<file path="config.mk">
export PLATFORM = sky130hd
export DESIGN_NAME = afe_config_regs
export DESIGN_NICKNAME = d
export VERILOG_FILES = /design/src/afe_pkg.sv /design/src/afe_config_regs.sv /design/src/pin_edge_sampler.sv
export VERILOG_INCLUDE_DIRS = /design/src
export SDC_FILE = /design/constraint.sdc
export NUM_CORES = 1
export LEC_CHECK = 0
export BUFFER_PORTS_ARGS = -buffer_cell sky130_fd_sc_hd__clkbuf_2
export CORE_MARGIN = 3
export CORE_UTILIZATION = 40
export DETAILED_ROUTE_END_ITERATION = 12
export PLACE_DENSITY_LB_ADDON = 0.25
export SLEW_MARGIN = 40
export SYNTH_ARGS = -nofsm -noshare
export SYNTH_HDL_FRONTEND = slang
export SYNTH_SLANG_ARGS = --single-unit
</file>
<file path="constraint.sdc">
create_clock -name ref_clk_i -period 1.9 [get_ports ref_clk_i]
set_input_delay 0.38 -clock ref_clk_i [delete_from_list [all_inputs] [get_ports ref_clk_i]]
set_output_delay 0.38 -clock ref_clk_i [all_outputs]
set_load 0.1 [all_outputs]
</file>
<file path="src/afe_params.svh">
// Register map, reset values and field positions of the front-end configuration bank.
`ifndef AFE_PARAMS_SVH
`define AFE_PARAMS_SVH

`define AFE_ADDR_CFG4          8'h04
`define AFE_ADDR_CFG5          8'h05
`define AFE_ADDR_SOFT_RESET    8'h06
`define AFE_ADDR_REVISION      8'h07
`define AFE_ADDR_R1_GAIN       8'h08
`define AFE_ADDR_R1_COARSE     8'h09
`define AFE_ADDR_R1_FINE_HIGH  8'h0A
`define AFE_ADDR_R1_FINE_LOW   8'h0B
`define AFE_ADDR_R2_GAIN       8'h0C

`define AFE_RST_CFG4           8'h83
`define AFE_RST_CFG5           8'hF7
`define AFE_RST_GAIN           8'h00
`define AFE_RST_COARSE         5'h10
`define AFE_RST_FINE_HIGH      8'h80
`define AFE_RST_FINE_LOW       3'h0
`define AFE_RST_RATIO          2'h1
`define AFE_RATIO_DOUBLE       2'h2

`define AFE_CFG4_DIVIDER_BIT   7
`define AFE_CFG4_REFPD_BIT     6
`define AFE_CFG4_CLAMP_EDGE    5
`define AFE_CFG4_DIG_EDGE      4
`define AFE_CFG4_RANGE_HI      3
`define AFE_CFG4_RANGE_LO      2
`define AFE_CFG4_SH3_OFF_BIT   1
`define AFE_CFG4_DOUBLER_BIT   0
`define AFE_CFG5_DLL_BIT       7
`define AFE_SRST_FSM_BIT       1
`define AFE_SRST_REG_BIT       0
`define AFE_FINE_LOW_HI        7
`define AFE_FINE_LOW_LO        5

`endif

</file>
<file path="src/afe_pkg.sv">
// Types shared by the front-end configuration bank and its host model.
package afe_pkg;

  typedef enum logic [1:0] {
    RANGE_40_65,
    RANGE_20_40,
    RANGE_10_20
  } clock_range_e;

  typedef struct packed {
    logic       wr;
    logic       rd;
    logic [7:0] addr;
    logic [7:0] wdata;
  } reg_req_s;

  typedef struct packed {
    logic [7:0]   cfg4;
    logic [7:0]   cfg5;
    logic [7:0]   r1_gain;
    logic [4:0]   r1_coarse;
    logic [7:0]   r1_fine_high;
    logic [2:0]   r1_fine_low;
    logic [7:0]   r2_gain;
    clock_range_e range;
    logic [1:0]   conv_ratio;
    logic [1:0]   pixel_ratio;
    logic         fsm_reset;
    logic         rd_valid;
    logic [7:0]   rdata;
  } bank_state_s;

  typedef struct packed {
    logic [1:0] rise_sync;
    logic [1:0] fall_sync;
    logic       sampled;
  } sampler_state_s;

endpackage : afe_pkg

</file>
<file path="src/afe_config_regs.sv">
// Configuration bank: main configuration 4 and 5, soft reset, revision, red gain and offsets.
//
// How it works
// - Config4 bit 7 connects clamp voltage divider.
// - Config4 bit 6 powers down reference buffer.
// - Config4 bit 5 picks clamp pin edge.
// - Config4 bit 4 picks digital input edge.
// - Config4 bits 3:2 give converter clock range.
// - Serializer equals converter clock; six-channel doubles pixel.
// - Config4 bit 1 low enables three-phase sampling.
// - Config4 bit 0 doubles converter and serializer clocks.
// - Config5 bit 7 picks internal or pin sampling.
// - Soft reset bit 1 resets state machines only.
// - Soft reset bit 0 resets registers too.
// - Revision register is read-only fixed code.
// - Gain code sets gain 283/(283-code).
// - Coarse offset code is five-bit offset binary.
// - Eleven-bit fine offset split over two registers.
`timescale 1ns/1ps
`include "afe_params.svh"
module afe_config_regs #(
  parameter logic [7:0] REVISION_CODE = 8'h5C, // Arbitrary value, set per silicon.
  parameter int         DIG_PINS      = 4
) (
  input  wire logic                  ref_clk_i,
  input  wire logic                  reset_i,
  input  wire afe_pkg::reg_req_s     req_i,
  input  wire logic                  six_channel_mode_i,
  input  wire logic                  clamp_input_pin_i,
  input  wire logic [DIG_PINS-1:0]   digital_pins_i,
  output logic      [7:0]            rdata_o,
  output logic                       rdata_valid_o,
  output logic                       clamp_divider_en_o,
  output logic                       reference_buffer_powerdown_o,
  output logic                       clamp_input_pin_o,
  output logic      [DIG_PINS-1:0]   digital_pins_o,
  output afe_pkg::clock_range_e      clock_range_o,
  output logic                       three_phase_sample_mode_o,
  output logic      [1:0]            converter_clock_ratio_o,
  output logic      [1:0]            serializer_clock_ratio_o,
  output logic      [1:0]            pixel_ratio_o,
  output logic                       internal_dll_sampling_o,
  output logic                       fsm_reset_o,
  output logic      [7:0]            red_one_gain_o,
  output logic      [4:0]            red_one_coarse_offset_o,
  output logic      [10:0]           red_one_fine_offset_o,
  output logic      [7:0]            red_two_gain_o
);

  initial begin
    if (DIG_PINS < 1) begin
      $error("afe_config_regs needs at least one digital input pin");
    end
  end

  ////////////////////////////////////////////////////////////////////////////////
  // Helpers.

  function automatic afe_pkg::clock_range_e decode_range(input logic [1:0] code);
    afe_pkg::clock_range_e r;
    if (code[1]) begin
      r = afe_pkg::RANGE_10_20;
    end else if (code[0]) begin
      r = afe_pkg::RANGE_20_40;
    end else begin
      r = afe_pkg::RANGE_40_65;
    end
    return r;
  endfunction : decode_range

  function automatic logic [7:0] read_mux(input afe_pkg::bank_state_s s,
                                          input logic [7:0] addr);
    logic [7:0] d;
    d = 8'h00;
    if (addr == `AFE_ADDR_CFG4) begin
      d = s.cfg4;
    end else if (addr == `AFE_ADDR_CFG5) begin
      d = s.cfg5;
    end else if (addr == `AFE_ADDR_REVISION) begin
      d = REVISION_CODE;
    end else if (addr == `AFE_ADDR_R1_GAIN) begin
      d = s.r1_gain;
    end else if (addr == `AFE_ADDR_R1_COARSE) begin
      d = {3'h0, s.r1_coarse};
    end else if (addr == `AFE_ADDR_R1_FINE_HIGH) begin
      d = s.r1_fine_high;
    end else if (addr == `AFE_ADDR_R1_FINE_LOW) begin
      d = {s.r1_fine_low, 5'h00};
    end else if (addr == `AFE_ADDR_R2_GAIN) begin
      d = s.r2_gain;
    end
    // The soft reset register self-clears, so it and unmapped addresses read zero.
    return d;
  endfunction : read_mux

  ////////////////////////////////////////////////////////////////////////////////
  // Register state.

  afe_pkg::bank_state_s state_r;
  afe_pkg::bank_state_s state_nxt;
  logic                 reg_reset;
  logic [1:0]           range_code;

  always_comb begin
    state_nxt           = state_r;
    reg_reset           = 1'b0;
    range_code          = 2'h0;
    state_nxt.fsm_reset = 1'b0;
    state_nxt.rd_valid  = req_i.rd;
    if (req_i.rd) begin
      state_nxt.rdata = read_mux(state_r, req_i.addr);
    end
    if (req_i.wr) begin
      if (req_i.addr == `AFE_ADDR_CFG4) begin
        state_nxt.cfg4 = req_i.wdata;
      end else if (req_i.addr == `AFE_ADDR_CFG5) begin
        // Reserved low bits are stored as written; the host keeps them at default.
        state_nxt.cfg5 = req_i.wdata;
      end else if (req_i.addr == `AFE_ADDR_SOFT_RESET) begin
        reg_reset           = req_i.wdata[`AFE_SRST_REG_BIT];
        state_nxt.fsm_reset = req_i.wdata[`AFE_SRST_FSM_BIT] | reg_reset;
      end else if (req_i.addr == `AFE_ADDR_R1_GAIN) begin
        state_nxt.r1_gain = req_i.wdata;
      end else if (req_i.addr == `AFE_ADDR_R1_COARSE) begin
        state_nxt.r1_coarse = req_i.wdata[4:0];
      end else if (req_i.addr == `AFE_ADDR_R1_FINE_HIGH) begin
        state_nxt.r1_fine_high = req_i.wdata;
      end else if (req_i.addr == `AFE_ADDR_R1_FINE_LOW) begin
        state_nxt.r1_fine_low = req_i.wdata[`AFE_FINE_LOW_HI:`AFE_FINE_LOW_LO];
      end else if (req_i.addr == `AFE_ADDR_R2_GAIN) begin
        state_nxt.r2_gain = req_i.wdata;
      end
      // A write to the revision address falls through and changes nothing.
    end
    if (reg_reset) begin
      // The request port belongs to the serial interface and is not reset here.
      state_nxt.cfg4         = `AFE_RST_CFG4;
      state_nxt.cfg5         = `AFE_RST_CFG5;
      state_nxt.r1_gain      = `AFE_RST_GAIN;
      state_nxt.r1_coarse    = `AFE_RST_COARSE;
      state_nxt.r1_fine_high = `AFE_RST_FINE_HIGH;
      state_nxt.r1_fine_low  = `AFE_RST_FINE_LOW;
      state_nxt.r2_gain      = `AFE_RST_GAIN;
    end
    range_code      = {state_nxt.cfg4[`AFE_CFG4_RANGE_HI], state_nxt.cfg4[`AFE_CFG4_RANGE_LO]};
    state_nxt.range = decode_range(range_code);
    // One ratio feeds both clocks so they can never differ in frequency.
    state_nxt.conv_ratio = state_nxt.cfg4[`AFE_CFG4_DOUBLER_BIT] ?
                           `AFE_RATIO_DOUBLE : `AFE_RST_RATIO;
    state_nxt.pixel_ratio = six_channel_mode_i ? `AFE_RATIO_DOUBLE : `AFE_RST_RATIO;
  end

  always_ff @(posedge ref_clk_i) begin
    if (reset_i) begin
      state_r              <= '0;
      state_r.cfg4         <= `AFE_RST_CFG4;
      state_r.cfg5         <= `AFE_RST_CFG5;
      state_r.r1_gain      <= `AFE_RST_GAIN;
      state_r.r1_coarse    <= `AFE_RST_COARSE;
      state_r.r1_fine_high <= `AFE_RST_FINE_HIGH;
      state_r.r1_fine_low  <= `AFE_RST_FINE_LOW;
      state_r.r2_gain      <= `AFE_RST_GAIN;
      // Matches the range that the config4 reset value decodes to.
      state_r.range        <= afe_pkg::RANGE_40_65;
      state_r.conv_ratio   <= `AFE_RATIO_DOUBLE;
      state_r.pixel_ratio  <= `AFE_RST_RATIO;
    end else begin
      state_r <= state_nxt;
    end
  end

  ////////////////////////////////////////////////////////////////////////////////
  // Pin sampling on the selected master clock edge.

  logic                clamp_sampled;
  logic [DIG_PINS-1:0] dig_sampled;

  pin_edge_sampler #(
    .WIDTH (1)
  ) u_clamp_sampler (
    .ref_clk_i     (ref_clk_i),
    .reset_i       (reset_i),
    .pin_i         (clamp_input_pin_i),
    .falling_sel_i (state_r.cfg4[`AFE_CFG4_CLAMP_EDGE]),
    .sampled_o     (clamp_sampled)
  );

  pin_edge_sampler #(
    .WIDTH (DIG_PINS)
  ) u_digital_sampler (
    .ref_clk_i     (ref_clk_i),
    .reset_i       (reset_i),
    .pin_i         (digital_pins_i),
    .falling_sel_i (state_r.cfg4[`AFE_CFG4_DIG_EDGE]),
    .sampled_o     (dig_sampled)
  );

  ////////////////////////////////////////////////////////////////////////////////
  // Outputs, all taken from flip-flops.

  assign rdata_o                      = state_r.rdata;
  assign rdata_valid_o                = state_r.rd_valid;
  assign clamp_divider_en_o           = state_r.cfg4[`AFE_CFG4_DIVIDER_BIT];
  assign reference_buffer_powerdown_o = state_r.cfg4[`AFE_CFG4_REFPD_BIT];
  assign clamp_input_pin_o            = clamp_sampled;
  assign digital_pins_o               = dig_sampled;
  assign clock_range_o                = state_r.range;
  // The bit disables the mode, so the enable is its inverse.
  assign three_phase_sample_mode_o    = ~state_r.cfg4[`AFE_CFG4_SH3_OFF_BIT];
  assign converter_clock_ratio_o      = state_r.conv_ratio;
  assign serializer_clock_ratio_o     = state_r.conv_ratio;
  assign pixel_ratio_o                = state_r.pixel_ratio;
  assign internal_dll_sampling_o      = state_r.cfg5[`AFE_CFG5_DLL_BIT];
  assign fsm_reset_o                  = state_r.fsm_reset;
  assign red_one_gain_o               = state_r.r1_gain;
  assign red_one_coarse_offset_o      = state_r.r1_coarse;
  assign red_one_fine_offset_o        = {state_r.r1_fine_high, state_r.r1_fine_low};
  assign red_two_gain_o               = state_r.r2_gain;

  ////////////////////////////////////////////////////////////////////////////////
  // Assertions.

  a_divider_follows_write: assert property (@(posedge ref_clk_i) disable iff (reset_i)
    req_i.wr && req_i.addr == `AFE_ADDR_CFG4 && !req_i.rd
    |=> clamp_divider_en_o == $past(req_i.wdata[`AFE_CFG4_DIVIDER_BIT]))
    else $error("clamp divider enable does not follow config4 write");

  a_refbuf_follows_write: assert property (@(posedge ref_clk_i) disable iff (reset_i)
    req_i.wr && req_i.addr == `AFE_ADDR_CFG4
    |=> reference_buffer_powerdown_o == $past(req_i.wdata[`AFE_CFG4_REFPD_BIT]))
    else $error("reference buffer power down does not follow config4 write");

  a_range_decode_ok: assert property (@(posedge ref_clk_i) disable iff (reset_i)
    req_i.wr && req_i.addr == `AFE_ADDR_CFG4 && req_i.wdata[3:2] == 2'h1
    |=> clock_range_o == afe_pkg::RANGE_20_40)
    else $error("clock range code 01 not decoded as 20-40 MHz");

  a_range_outer_bands: assert property (@(posedge ref_clk_i) disable iff (reset_i)
    req_i.wr && req_i.addr == `AFE_ADDR_CFG4 && req_i.wdata[3:2] != 2'h1
    |=> clock_range_o == ($past(req_i.wdata[3]) ? afe_pkg::RANGE_10_20 : afe_pkg::RANGE_40_65))
    else $error("clock range codes 00 or 1x decoded wrongly");

  a_clocks_same_ratio: assert property (@(posedge ref_clk_i) disable iff (reset_i)
    converter_clock_ratio_o == serializer_clock_ratio_o)
    else $error("converter and serializer clock ratios differ");

  a_pixel_ratio_mode: assert property (@(posedge ref_clk_i) disable iff (reset_i)
    six_channel_mode_i |=> pixel_ratio_o == `AFE_RATIO_DOUBLE)
    else $error("pixel ratio not doubled in six-channel mode");

  a_sh3_inverse_bit: assert property (@(posedge ref_clk_i) disable iff (reset_i)
    req_i.wr && req_i.addr == `AFE_ADDR_CFG4
    |=> three_phase_sample_mode_o == !$past(req_i.wdata[`AFE_CFG4_SH3_OFF_BIT]))
    else $error("three-phase mode enable is not the inverse of its bit");

  a_doubler_ratio: assert property (@(posedge ref_clk_i) disable iff (reset_i)
    req_i.wr && req_i.addr == `AFE_ADDR_CFG4 && !req_i.wdata[`AFE_CFG4_DOUBLER_BIT]
    |=> converter_clock_ratio_o == `AFE_RST_RATIO)
    else $error("converter clock not at master clock with doubler off");

  a_doubler_on_ratio: assert property (@(posedge ref_clk_i) disable iff (reset_i)
    req_i.wr && req_i.addr == `AFE_ADDR_CFG4 && req_i.wdata[`AFE_CFG4_DOUBLER_BIT]
    |=> converter_clock_ratio_o == `AFE_RATIO_DOUBLE)
    else $error("converter clock not doubled with doubler on");

  a_dll_select: assert property (@(posedge ref_clk_i) disable iff (reset_i)
    req_i.wr && req_i.addr == `AFE_ADDR_CFG5
    |=> internal_dll_sampling_o == $past(req_i.wdata[`AFE_CFG5_DLL_BIT]))
    else $error("sampling clock source does not follow config5 write");

  a_fsm_reset_keeps: assert property (@(posedge ref_clk_i) disable iff (reset_i)
    req_i.wr && req_i.addr == `AFE_ADDR_SOFT_RESET && req_i.wdata[1:0] == 2'h2
    |=> fsm_reset_o && $stable(red_one_gain_o) && $stable(state_r.cfg4))
    else $error("state machine reset missing or registers disturbed");

  a_fsm_pulse_only: assert property (@(posedge ref_clk_i) disable iff (reset_i)
    fsm_reset_o
    |-> $past(req_i.wr && req_i.addr == `AFE_ADDR_SOFT_RESET
              && (req_i.wdata[`AFE_SRST_FSM_BIT] || req_i.wdata[`AFE_SRST_REG_BIT])))
    else $error("state machine reset pulse without a soft reset write");

  a_reg_reset_defaults: assert property (@(posedge ref_clk_i) disable iff (reset_i)
    req_i.wr && req_i.addr == `AFE_ADDR_SOFT_RESET && req_i.wdata[`AFE_SRST_REG_BIT]
    |=> fsm_reset_o && state_r.cfg4 == `AFE_RST_CFG4
        && red_one_fine_offset_o == {`AFE_RST_FINE_HIGH, `AFE_RST_FINE_LOW})
    else $error("register reset did not restore defaults");

  a_revision_fixed: assert property (@(posedge ref_clk_i) disable iff (reset_i)
    req_i.rd && req_i.addr == `AFE_ADDR_REVISION |=> rdata_valid_o && rdata_o == REVISION_CODE)
    else $error("revision read returned the wrong code");

  a_revision_write_ignored: assert property (@(posedge ref_clk_i) disable iff (reset_i)
    req_i.wr && req_i.addr == `AFE_ADDR_REVISION
    |=> $stable(red_one_gain_o) && $stable(red_two_gain_o) && $stable(state_r.cfg4)
        && $stable(state_r.cfg5) && $stable(red_one_fine_offset_o) && !fsm_reset_o)
    else $error("write to revision register altered state");

  a_fine_low_split: assert property (@(posedge ref_clk_i) disable iff (reset_i)
    req_i.wr && req_i.addr == `AFE_ADDR_R1_FINE_LOW
    |=> red_one_fine_offset_o[2:0] == $past(req_i.wdata[7:5]))
    else $error("fine offset low bits not taken from bits 7:5");

  a_coarse_five_bits: assert property (@(posedge ref_clk_i) disable iff (reset_i)
    req_i.rd && req_i.addr == `AFE_ADDR_R1_COARSE |=> rdata_o[7:5] == 3'h0)
    else $error("coarse offset upper bits read non-zero");

  a_gain_stored: assert property (@(posedge ref_clk_i) disable iff (reset_i)
    req_i.wr && req_i.addr == `AFE_ADDR_R2_GAIN |=> red_two_gain_o == $past(req_i.wdata))
    else $error("red channel 2 gain not stored");

endmodule : afe_config_regs

</file>
<file path="src/pin_edge_sampler.sv">
// Samples one group of pins on the rising or falling master clock edge.
`timescale 1ns/1ps
module pin_edge_sampler #(
  parameter int WIDTH = 1
) (
  input  wire logic             ref_clk_i,
  input  wire logic             reset_i,
  input  wire logic [WIDTH-1:0] pin_i,
  input  wire logic             falling_sel_i,
  output logic      [WIDTH-1:0] sampled_o
);

  initial begin
    if (WIDTH < 1) begin
      $error("pin_edge_sampler needs at least one pin");
    end
  end

  // The falling-edge capture is the first stage of its synchroniser.
  logic [WIDTH-1:0] fall_cap_r;
  logic [WIDTH-1:0] rise_s1_r;
  logic [WIDTH-1:0] rise_s2_r;
  logic [WIDTH-1:0] fall_s2_r;
  logic [WIDTH-1:0] sampled_r;

  always_ff @(negedge ref_clk_i) begin
    if (reset_i) begin
      fall_cap_r <= '0;
    end else begin
      fall_cap_r <= pin_i;
    end
  end

  always_ff @(posedge ref_clk_i) begin
    if (reset_i) begin
      rise_s1_r <= '0;
      rise_s2_r <= '0;
      fall_s2_r <= '0;
      sampled_r <= '0;
    end else begin
      rise_s1_r <= pin_i;
      rise_s2_r <= rise_s1_r;
      fall_s2_r <= fall_cap_r;
      sampled_r <= falling_sel_i ? fall_s2_r : rise_s2_r;
    end
  end

  assign sampled_o = sampled_r;

endmodule : pin_edge_sampler

</file>
---- Word-level counts from Yosys, hierarchy flattened ----
Index checks and enable logic that the tools add are counted.
word-level totals
  register bits after elaboration ......... 89
  output and inout port bits .............. 59
  word-level logic and storage cells ...... 90
cells by class
  equality and inequality tests ........... 9
  mux-type cells .......................... 36
  bitwise gates (word level) .............. 10
  reduce and logical (&&, ||, !) cells .... 10
operator list
  operator                                                               number
  8-bit two-way mux                                                      13
  44-bit two-way mux                                                     2
  32-bit two-way mux                                                     2
  8-bit by 4-bit equality test with 1-bit output, second input constant  5
  40-bit two-way mux                                                     1
  8-bit by 3-bit equality test with 1-bit output, second input constant  4
  24-bit two-way mux                                                     1
  19-bit two-way mux                                                     1
  4-bit two-way mux                                                      3
  11-bit two-way mux                                                     1
  1-bit inverter                                                         9
  9-bit AND reduction                                                    1
  8-bit AND reduction                                                    1
  1-bit two-way mux                                                      7
  7-bit AND reduction                                                    1
  2-bit two-way mux                                                      3
  6-bit AND reduction                                                    1
  5-bit two-way mux                                                      1
  5-bit AND reduction                                                    1
  5-bit OR reduction                                                     1
  2-bit OR reduction                                                     2
  3-bit two-way mux                                                      1
  3-bit AND reduction                                                    1
  2-bit AND reduction                                                    1
  1-bit OR                                                               1

---- Longest topological paths before layout ----
Gate-level depths: netlist of the first run.
  depth after elaboration ................. 13
  mapped depth ............................ 8

---- By module ----
A second synthesis of the first run with hierarchy kept.
unflattened totals
  cell total of the unflattened synthesis .. 461
  area total of the unflattened synthesis .. 3976.3 µm²
by module, submodules not included
  module                                 times used  cells each  area each (µm²)  seq. area each (µm²)
  afe_config_regs                        1           407         3280.6           1241.2
  pin_edge_sampler at u_digital_sampler  1           43          559.3            400.4
  pin_edge_sampler at u_clamp_sampler    1           11          136.4            100.1

==> flow_summary.yaml, run 1 <==
sta:
  period_needed_ns: 1.68
  finalWorstSetupSlack_ns: 0.218
  slew_headroom: 0.633
  tightest_slew_ns: 0.552
  worst_clock_skew_ns: 0.0417
  fin_setup_tns_ns: 0
  max_clock_freq_mhz: 595
  grt_setup_unrepaired: "false"
  finalSetupViolCount: 0
  hold_violations: 0
  fin_crit_sh: 0.885
  maxSlewViolCount: 0
die:
  row_count: 35
  fp.coreArea_sq_mm: 0.00937
  start_util: 0.416
  die_w_microns: 105
  die_h_microns: 105
  die_area_sq_mm: 0.0110
  io_pins: 85
clock_tree:
  cts_resized: 0
  cts_tree: "built"
  ctsRootBufferMaster: "clkbuf_8"
  holdBufCountCts: 0
  ctsLongestPathBuffers: 2
  htree_levels: 3
  postCtsSetupBuffers: 0
  clkLatencyLatePin_ns: 0.40
  cts_made_buffers: 9
  cts_sinks: 87
  clkTransAtPathRegs_ns: 0.11
global_routing:
  grtUsageTotal: 0.189
  use_met3: 0.0463
  grt_pass1_vias: 3089
  globalRouteOverflowTotal: 0
  grt_use_met2: 0.303
  grt_pass1_wl_microns: 16300
  use_met1: 0.254
  antenna_found_initial: 0
  busiest_layer: "met2"
  grt_max_degree: 21
drt:
  wire_per_inst_microns: 16.1
  via_per_inst: 5.05
  wirelength_microns: 10300
  num_vias: 3218
  first_pass_iters: 5
  drcViolationCount: 0
  ant_nets: 0
  drt-initial-drc-count: 218
layout:
  fill_cells: 950
  area_delta_synth_final_pct: 14.4
  regArea_sq_mm: 0.00174
  multi_input_area_sq_mm: 0.00160
  drive_above_1_share: 0.293
  antenna_cells: 0
  fin_nets: 529
setup_path:
  worst_r2r_path_depth: 1
  worstSetupPathType: "flip-flop to output pin"
  crit_path_max_incr_delay_ns: 0.50
  crit_fanout: 5
  cp.arrival_ns: 1.30
  crit_buf_inv: 1
  r2r_setup_slack_ns: 0.41
  start_kind: "flip-flop"
  worstPathCellList: "clkbuf_2"
  timing.critical_path.slowest_stage_cell: "clkbuf_2"
  rr_startpoint: "u_clamp_sampler.fall_cap_r"
  worstPathRequired_ns: 1.52
  end_kind: "output pin"
  r2r-end: "u_clamp_sampler.fall_s2_r"
  critPathTopFamily: "buffers and inverters"
yosys:
  synth_fp_nets: 468
  synthMuxAreaShare: 0.0668
  synth_fa_ha_area_frac: 0
  yosys.area.top_type: "dfxtp_1"
  yosysWarnings: 0
  syn_inst: 442
  synth_compound_area_frac: 0.121
  synth_top_cell_area_share: 0.447
  synth_top_family_by_area: "simple AND/OR/NAND/NOR gates"
  ys_seq_area_frac: 0.447
  yosys.area_share.simple: 0.222
  synth-xor-area-share: 0
  synthesis.area_sq_mm: 0.00390
  ys_ff_latch: 87
  synthTopCellsByArea: "dfxtp_1 (45%), buf_4 (10%), mux2i_1 (6.7%)"
  avgSynthCellArea_sq_um: 8.82
  synth_cell_types: 45
worst_hold_path:
  hp-class: "input pin to flip-flop"
  whs_endpoint: "pixel_ratio_o[0]"
  min_from: "six_channel_mode_i"
  holdPathStages: 2
run:
  drv_cap: 0
placement:
  place_congestion: 0.922
  pre_cts_ws_ns: -0.0821
  dp_hpwl_microns: 7680
  io_buffers: 84
power:
  p_leak_nw: 1.90
  ir_worst_vdd_uv: 381
  cellPowerDensity_mw_per_mm2: 787
status:
  outcome: "completed"
## worst max path at each step
| stage | from | end | depth (start not counted) |
|---|---|---|---|
| 3_5_place_dp | req_i[13] | rdata_o[6] | 8 |
| 2_1_floorplan | reset_i | u_clamp_sampler.fall_cap_r | 2 |
| 6_report | state_r[56] | serializer_clock_ratio_o[1] | 1 |
| 3_3_place_gp | req_i[13] | rdata_o[6] | 8 |
| 5_1_grt | req_i[13] | rdata_o[6] | 8 |
| 4_1_cts | state_r[56] | serializer_clock_ratio_o[1] | 1 |
## cell usage after synthesis, drive strengths merged
library cell	number
a211oi	1
a21bo	1
a21oi	33
a22o	2
a22oi	1
a311oi	2
a31o	1
a31oi	2
a32o	1
a32oi	6
a41oi	1
and2	3
and3	6
and4	2
buf	69
clkbuf	7
dfxtp	87
inv	7
mux2i	26
nand2	63
nand2b	8
nand3	27
nor2	34
nor2b	18
nor3	4
nor3b	2
nor4	2
nor4b	1
o2111ai	2
o21a	1
o21ai	14
o22ai	1
o2bb2ai	2
o32ai	4
or2	1
## power breakdown
part           internal, W  switching (W)
Clock             0.000539       0.000797
Combinational    0.0000878       0.000225
Sequential         0.00185     0.00000790
## kinds of logic (layout without fill, tap and decap cells)
family / after synthesis / in the layout
compound gates: 75 / 75
buf+inv: 83 / 149
flops: 87 / 87
mux: 26 / 26
simple gates: 171 / 171
## flip-flops by register name, indices dropped and copies added (netlist names), 2 cells and up
name and cells:
rdata_o 8, red_one_gain_o 8, red_one_fine_offset_o 11, pixel_ratio_o 2, u_digital_sampler.fall_s2_r 4, u_digital_sampler.rise_s1_r 4
u_digital_sampler.fall_cap_r 4, u_digital_sampler.rise_s2_r 4, red_one_coarse_offset_o 5, u_digital_sampler.sampled_o 4, state_r 13, red_two_gain_o 8
## final cells by class
type | instances | area share
clock inverters | 12 | 0.0213
clock buffers | 9 | 0.0278
flip-flops and latches | 87 | 0.390
inverters | 6 | 0.00505
well taps | 129 | 0.0362
multi-input cells | 272 | 0.358
repair buffers | 122 | 0.161
## metrics by stage
stage	instance area (sq um)	cells	hold slack, ns	power (W)	utilization
2_1_floorplan	3900	442	0.414	0.00213	-
3_3_place_gp	4250	617	0.419	0.00223	0.453
3_5_place_dp	4250	617	0.428	0.00223	0.453
4_1_cts	4460	637	0.170	0.00354	0.476
5_1_grt	4460	637	0.178	0.00364	0.476
6_report	4460	637	0.182	0.00351	0.476
## cells in the final DEF (no fill, tap or decap), drive strengths merged, types with 3 or more instances in the layout
| master | Yosys | final |
|---|---|---|
| nand3 | 27 | 27 |
| and2 | 3 | 3 |
| o21ai | 14 | 14 |
| nand2 | 63 | 63 |
| nand2b | 8 | 8 |
| nor2 | 34 | 34 |
| dfxtp | 87 | 87 |
| a32oi | 6 | 6 |
| buf | 69 | 38 |
| mux2i | 26 | 26 |
| clkbuf | 7 | 93 |
| nor3 | 4 | 4 |
| and3 | 6 | 6 |
| inv | 7 | 16 |
| a21oi | 33 | 33 |
| nor2b | 18 | 18 |
| o32ai | 4 | 4 |
## layer usage
layer | part of all wire | routed length (microns) | up-vias
met5 | 0 | 0 | -
met4 | 0.016 | 166 | 0
met3 | 0.069 | 707 | 13
met2 | 0.46 | 4730 | 115
met1 | 0.45 | 4670 | 1510
li1 | - | - | 1580
(Power assumes the default switching activity.)
==> run 2: changes to the inputs <==
--- a/config.mk
+++ b/config.mk
@@ -10,7 +10,7 @@
 export CORE_MARGIN = 3
 export CORE_UTILIZATION = 40
 export DETAILED_ROUTE_END_ITERATION = 12
-export PLACE_DENSITY_LB_ADDON = 0.25
+export PLACE_DENSITY = 0.65
 export SLEW_MARGIN = 40
 export SYNTH_ARGS = -nofsm -noshare
 export SYNTH_HDL_FRONTEND = slang
==> run 2 against run 1 <==
Effect of this change:
- global-route usage increased by 0.25 points
- total power is 0.53% higher
- count of clock-buffer cells in the layout stayed put
- cell count shrank 1.4%
- clock skew up 0.0069 ns
- setup slack worse by 0.019 ns
- clock power is essentially flat
- register-to-register slack worse by 0.03 ns
- largest power group unchanged
==> flow_summary.yaml, run 2 (same netlist as run 1, synthesis figures left out) <==
clock_tree:
  htree_levels: 3
  cts_tree: "built"
  ctsLongestPathBuffers: 2
  postCtsSetupBuffers: 0
  holdBufCountCts: 0
  clkLatencyLatePin_ns: 0.41
  cts_made_buffers: 9
  cts_sinks: 87
  clkTransAtPathRegs_ns: 0.10
  ctsRootBufferMaster: "clkbuf_8"
  cts_resized: 0
layout:
  max_flop_register: "state_r"
  area_delta_synth_final_pct: 12.5
  multi_input_area_sq_mm: 0.00160
  fill_cells: 958
  drive_above_1_share: 0.281
  design_area_sq_mm: 0.00439
  antenna_cells: 0
  layout_commonest_cell: "dfxtp_1"
  regArea_sq_mm: 0.00174
  fin_nets: 520
  final_cell_mix: "dfxtp_1 (87), clkbuf_2 (84), nand2_1 (61)"
  largest_register_ffs: 13
sta:
  grt_setup_unrepaired: "false"
  hold_slack_ns: 0.191
  tightest_slew_ns: 0.544
  maxSlewViolCount: 0
  hold_violations: 0
  max_clock_freq_mhz: 588
  finalSetupViolCount: 0
  fin_crit_sh: 0.895
  finalWorstSetupSlack_ns: 0.199
  period_needed_ns: 1.70
  worst_clock_skew_ns: 0.0486
  slew_headroom: 0.636
setup_path:
  start_kind: "input pin"
  worstSetupPathType: "input pin to flip-flop"
  worstPathRequired_ns: 2.18
  end_kind: "flip-flop"
  crit_fanout: 8
  cp.arrival_ns: 1.98
run:
  drv_cap: 0
drt:
  drcViolationCount: 0
  drt-initial-drc-count: 227
  wirelength_microns: 10400
  first_pass_iters: 4
  wire_per_inst_microns: 16.6
  via_per_inst: 5.09
  num_vias: 3199
  ant_nets: 0
placement:
  dp_hpwl_microns: 7830
  dpl_cell_area_sq_mm: 0.00417
  io_buffers: 84
  place_congestion: 0.902
  pre_cts_ws_ns: -0.140
global_routing:
  busiest_layer: "met2"
  antenna_found_initial: 0
  globalRouteOverflowTotal: 0
  grtUsageTotal: 0.192
  grt_use_met2: 0.300
  grt_pass1_wl_microns: 16500
  use_met1: 0.267
  grt_max_degree: 26
  use_met3: 0.0389
  grt_pass1_vias: 3043
power:
  power.total_w: 0.00353
  cellPowerDensity_mw_per_mm2: 804
  ir_worst_vdd_uv: 405
  p_leak_nw: 1.85
die:
  row_count: 35
  io_pins: 85
  fp.coreArea_sq_mm: 0.00937
  die_w_microns: 105
  die_h_microns: 105
  die_area_sq_mm: 0.0110
  start_util: 0.416
worst_hold_path:
  hp-class: "input pin to flip-flop"
status:
  outcome: "completed"
## run 2: cell types whose count changed in the layout (fill, tap and decap cells not counted)
cell	before	now
buf_4	37	29
clkinv_4	1	2
buf_12	1	0
inv_6	2	0
clkinv_8	1	2
## run 2: path summary, 6_finish.rpt
kind                                                       from                             end  slack, ns  cells past startpoint
worst max-delay path                                  req_i[13]                      rdata_o[2]       0.20                      7
worst min-delay path                         six_channel_mode_i                pixel_ratio_o[0]       0.19                      2
worst max register to register  u_digital_sampler.fall_cap_r[2]  u_digital_sampler.fall_s2_r[2]       0.38                      1
worst min register to register        u_clamp_sampler.rise_s1_r       u_clamp_sampler.rise_s2_r       0.45                      1
## run 2: through the flow
| stage | std cells | TNS, ns | util |
|---|---|---|---|
| 3_5_place_dp | 608 | -0.544 | 0.444 |
| 3_3_place_gp | 608 | -0.186 | 0.444 |
| 4_1_cts | 628 | 0 | 0.468 |
| 6_report | 628 | 0 | 0.468 |
| 2_1_floorplan | 442 | 0 | - |
| 5_1_grt | 628 | 0 | 0.468 |
## run 2: final cells by class
| class | count | share of cell area |
|---|---|---|
| clock buffer | 9 | 0.0282 |
| clock inverter | 12 | 0.0234 |
| inverter | 6 | 0.00513 |
| multi-input combinational | 272 | 0.364 |
| sequential | 87 | 0.397 |
| tap | 129 | 0.0368 |
| timing repair buffer | 113 | 0.145 |
## run 2: power breakdown
part           internal [W]  total [W]  switching [W]
Combinational     0.0000838   0.000308       0.000224
Clock              0.000543    0.00136       0.000816
Sequential          0.00185    0.00186     0.00000920
## run 2: routing by layer
| layer | vias up | part of all wire | routed length, microns |
|---|---|---|---|
| met1 | 1489 | 0.44 | 4620 |
| met2 | 127 | 0.46 | 4850 |
| met5 | - | 0 | 0 |
| met3 | 14 | 0.076 | 793 |
| met4 | 0 | 0.018 | 186 |
| li1 | 1569 | - | - |
## run 2: critical path, stage by stage
cell and delay [ns]:
clkbuf_2 0.10, nor4_4 0.34, buf_4 0.19, nand2_4 0.09
o32ai_1 0.49, a21oi_1 0.12, o32ai_1 0.27
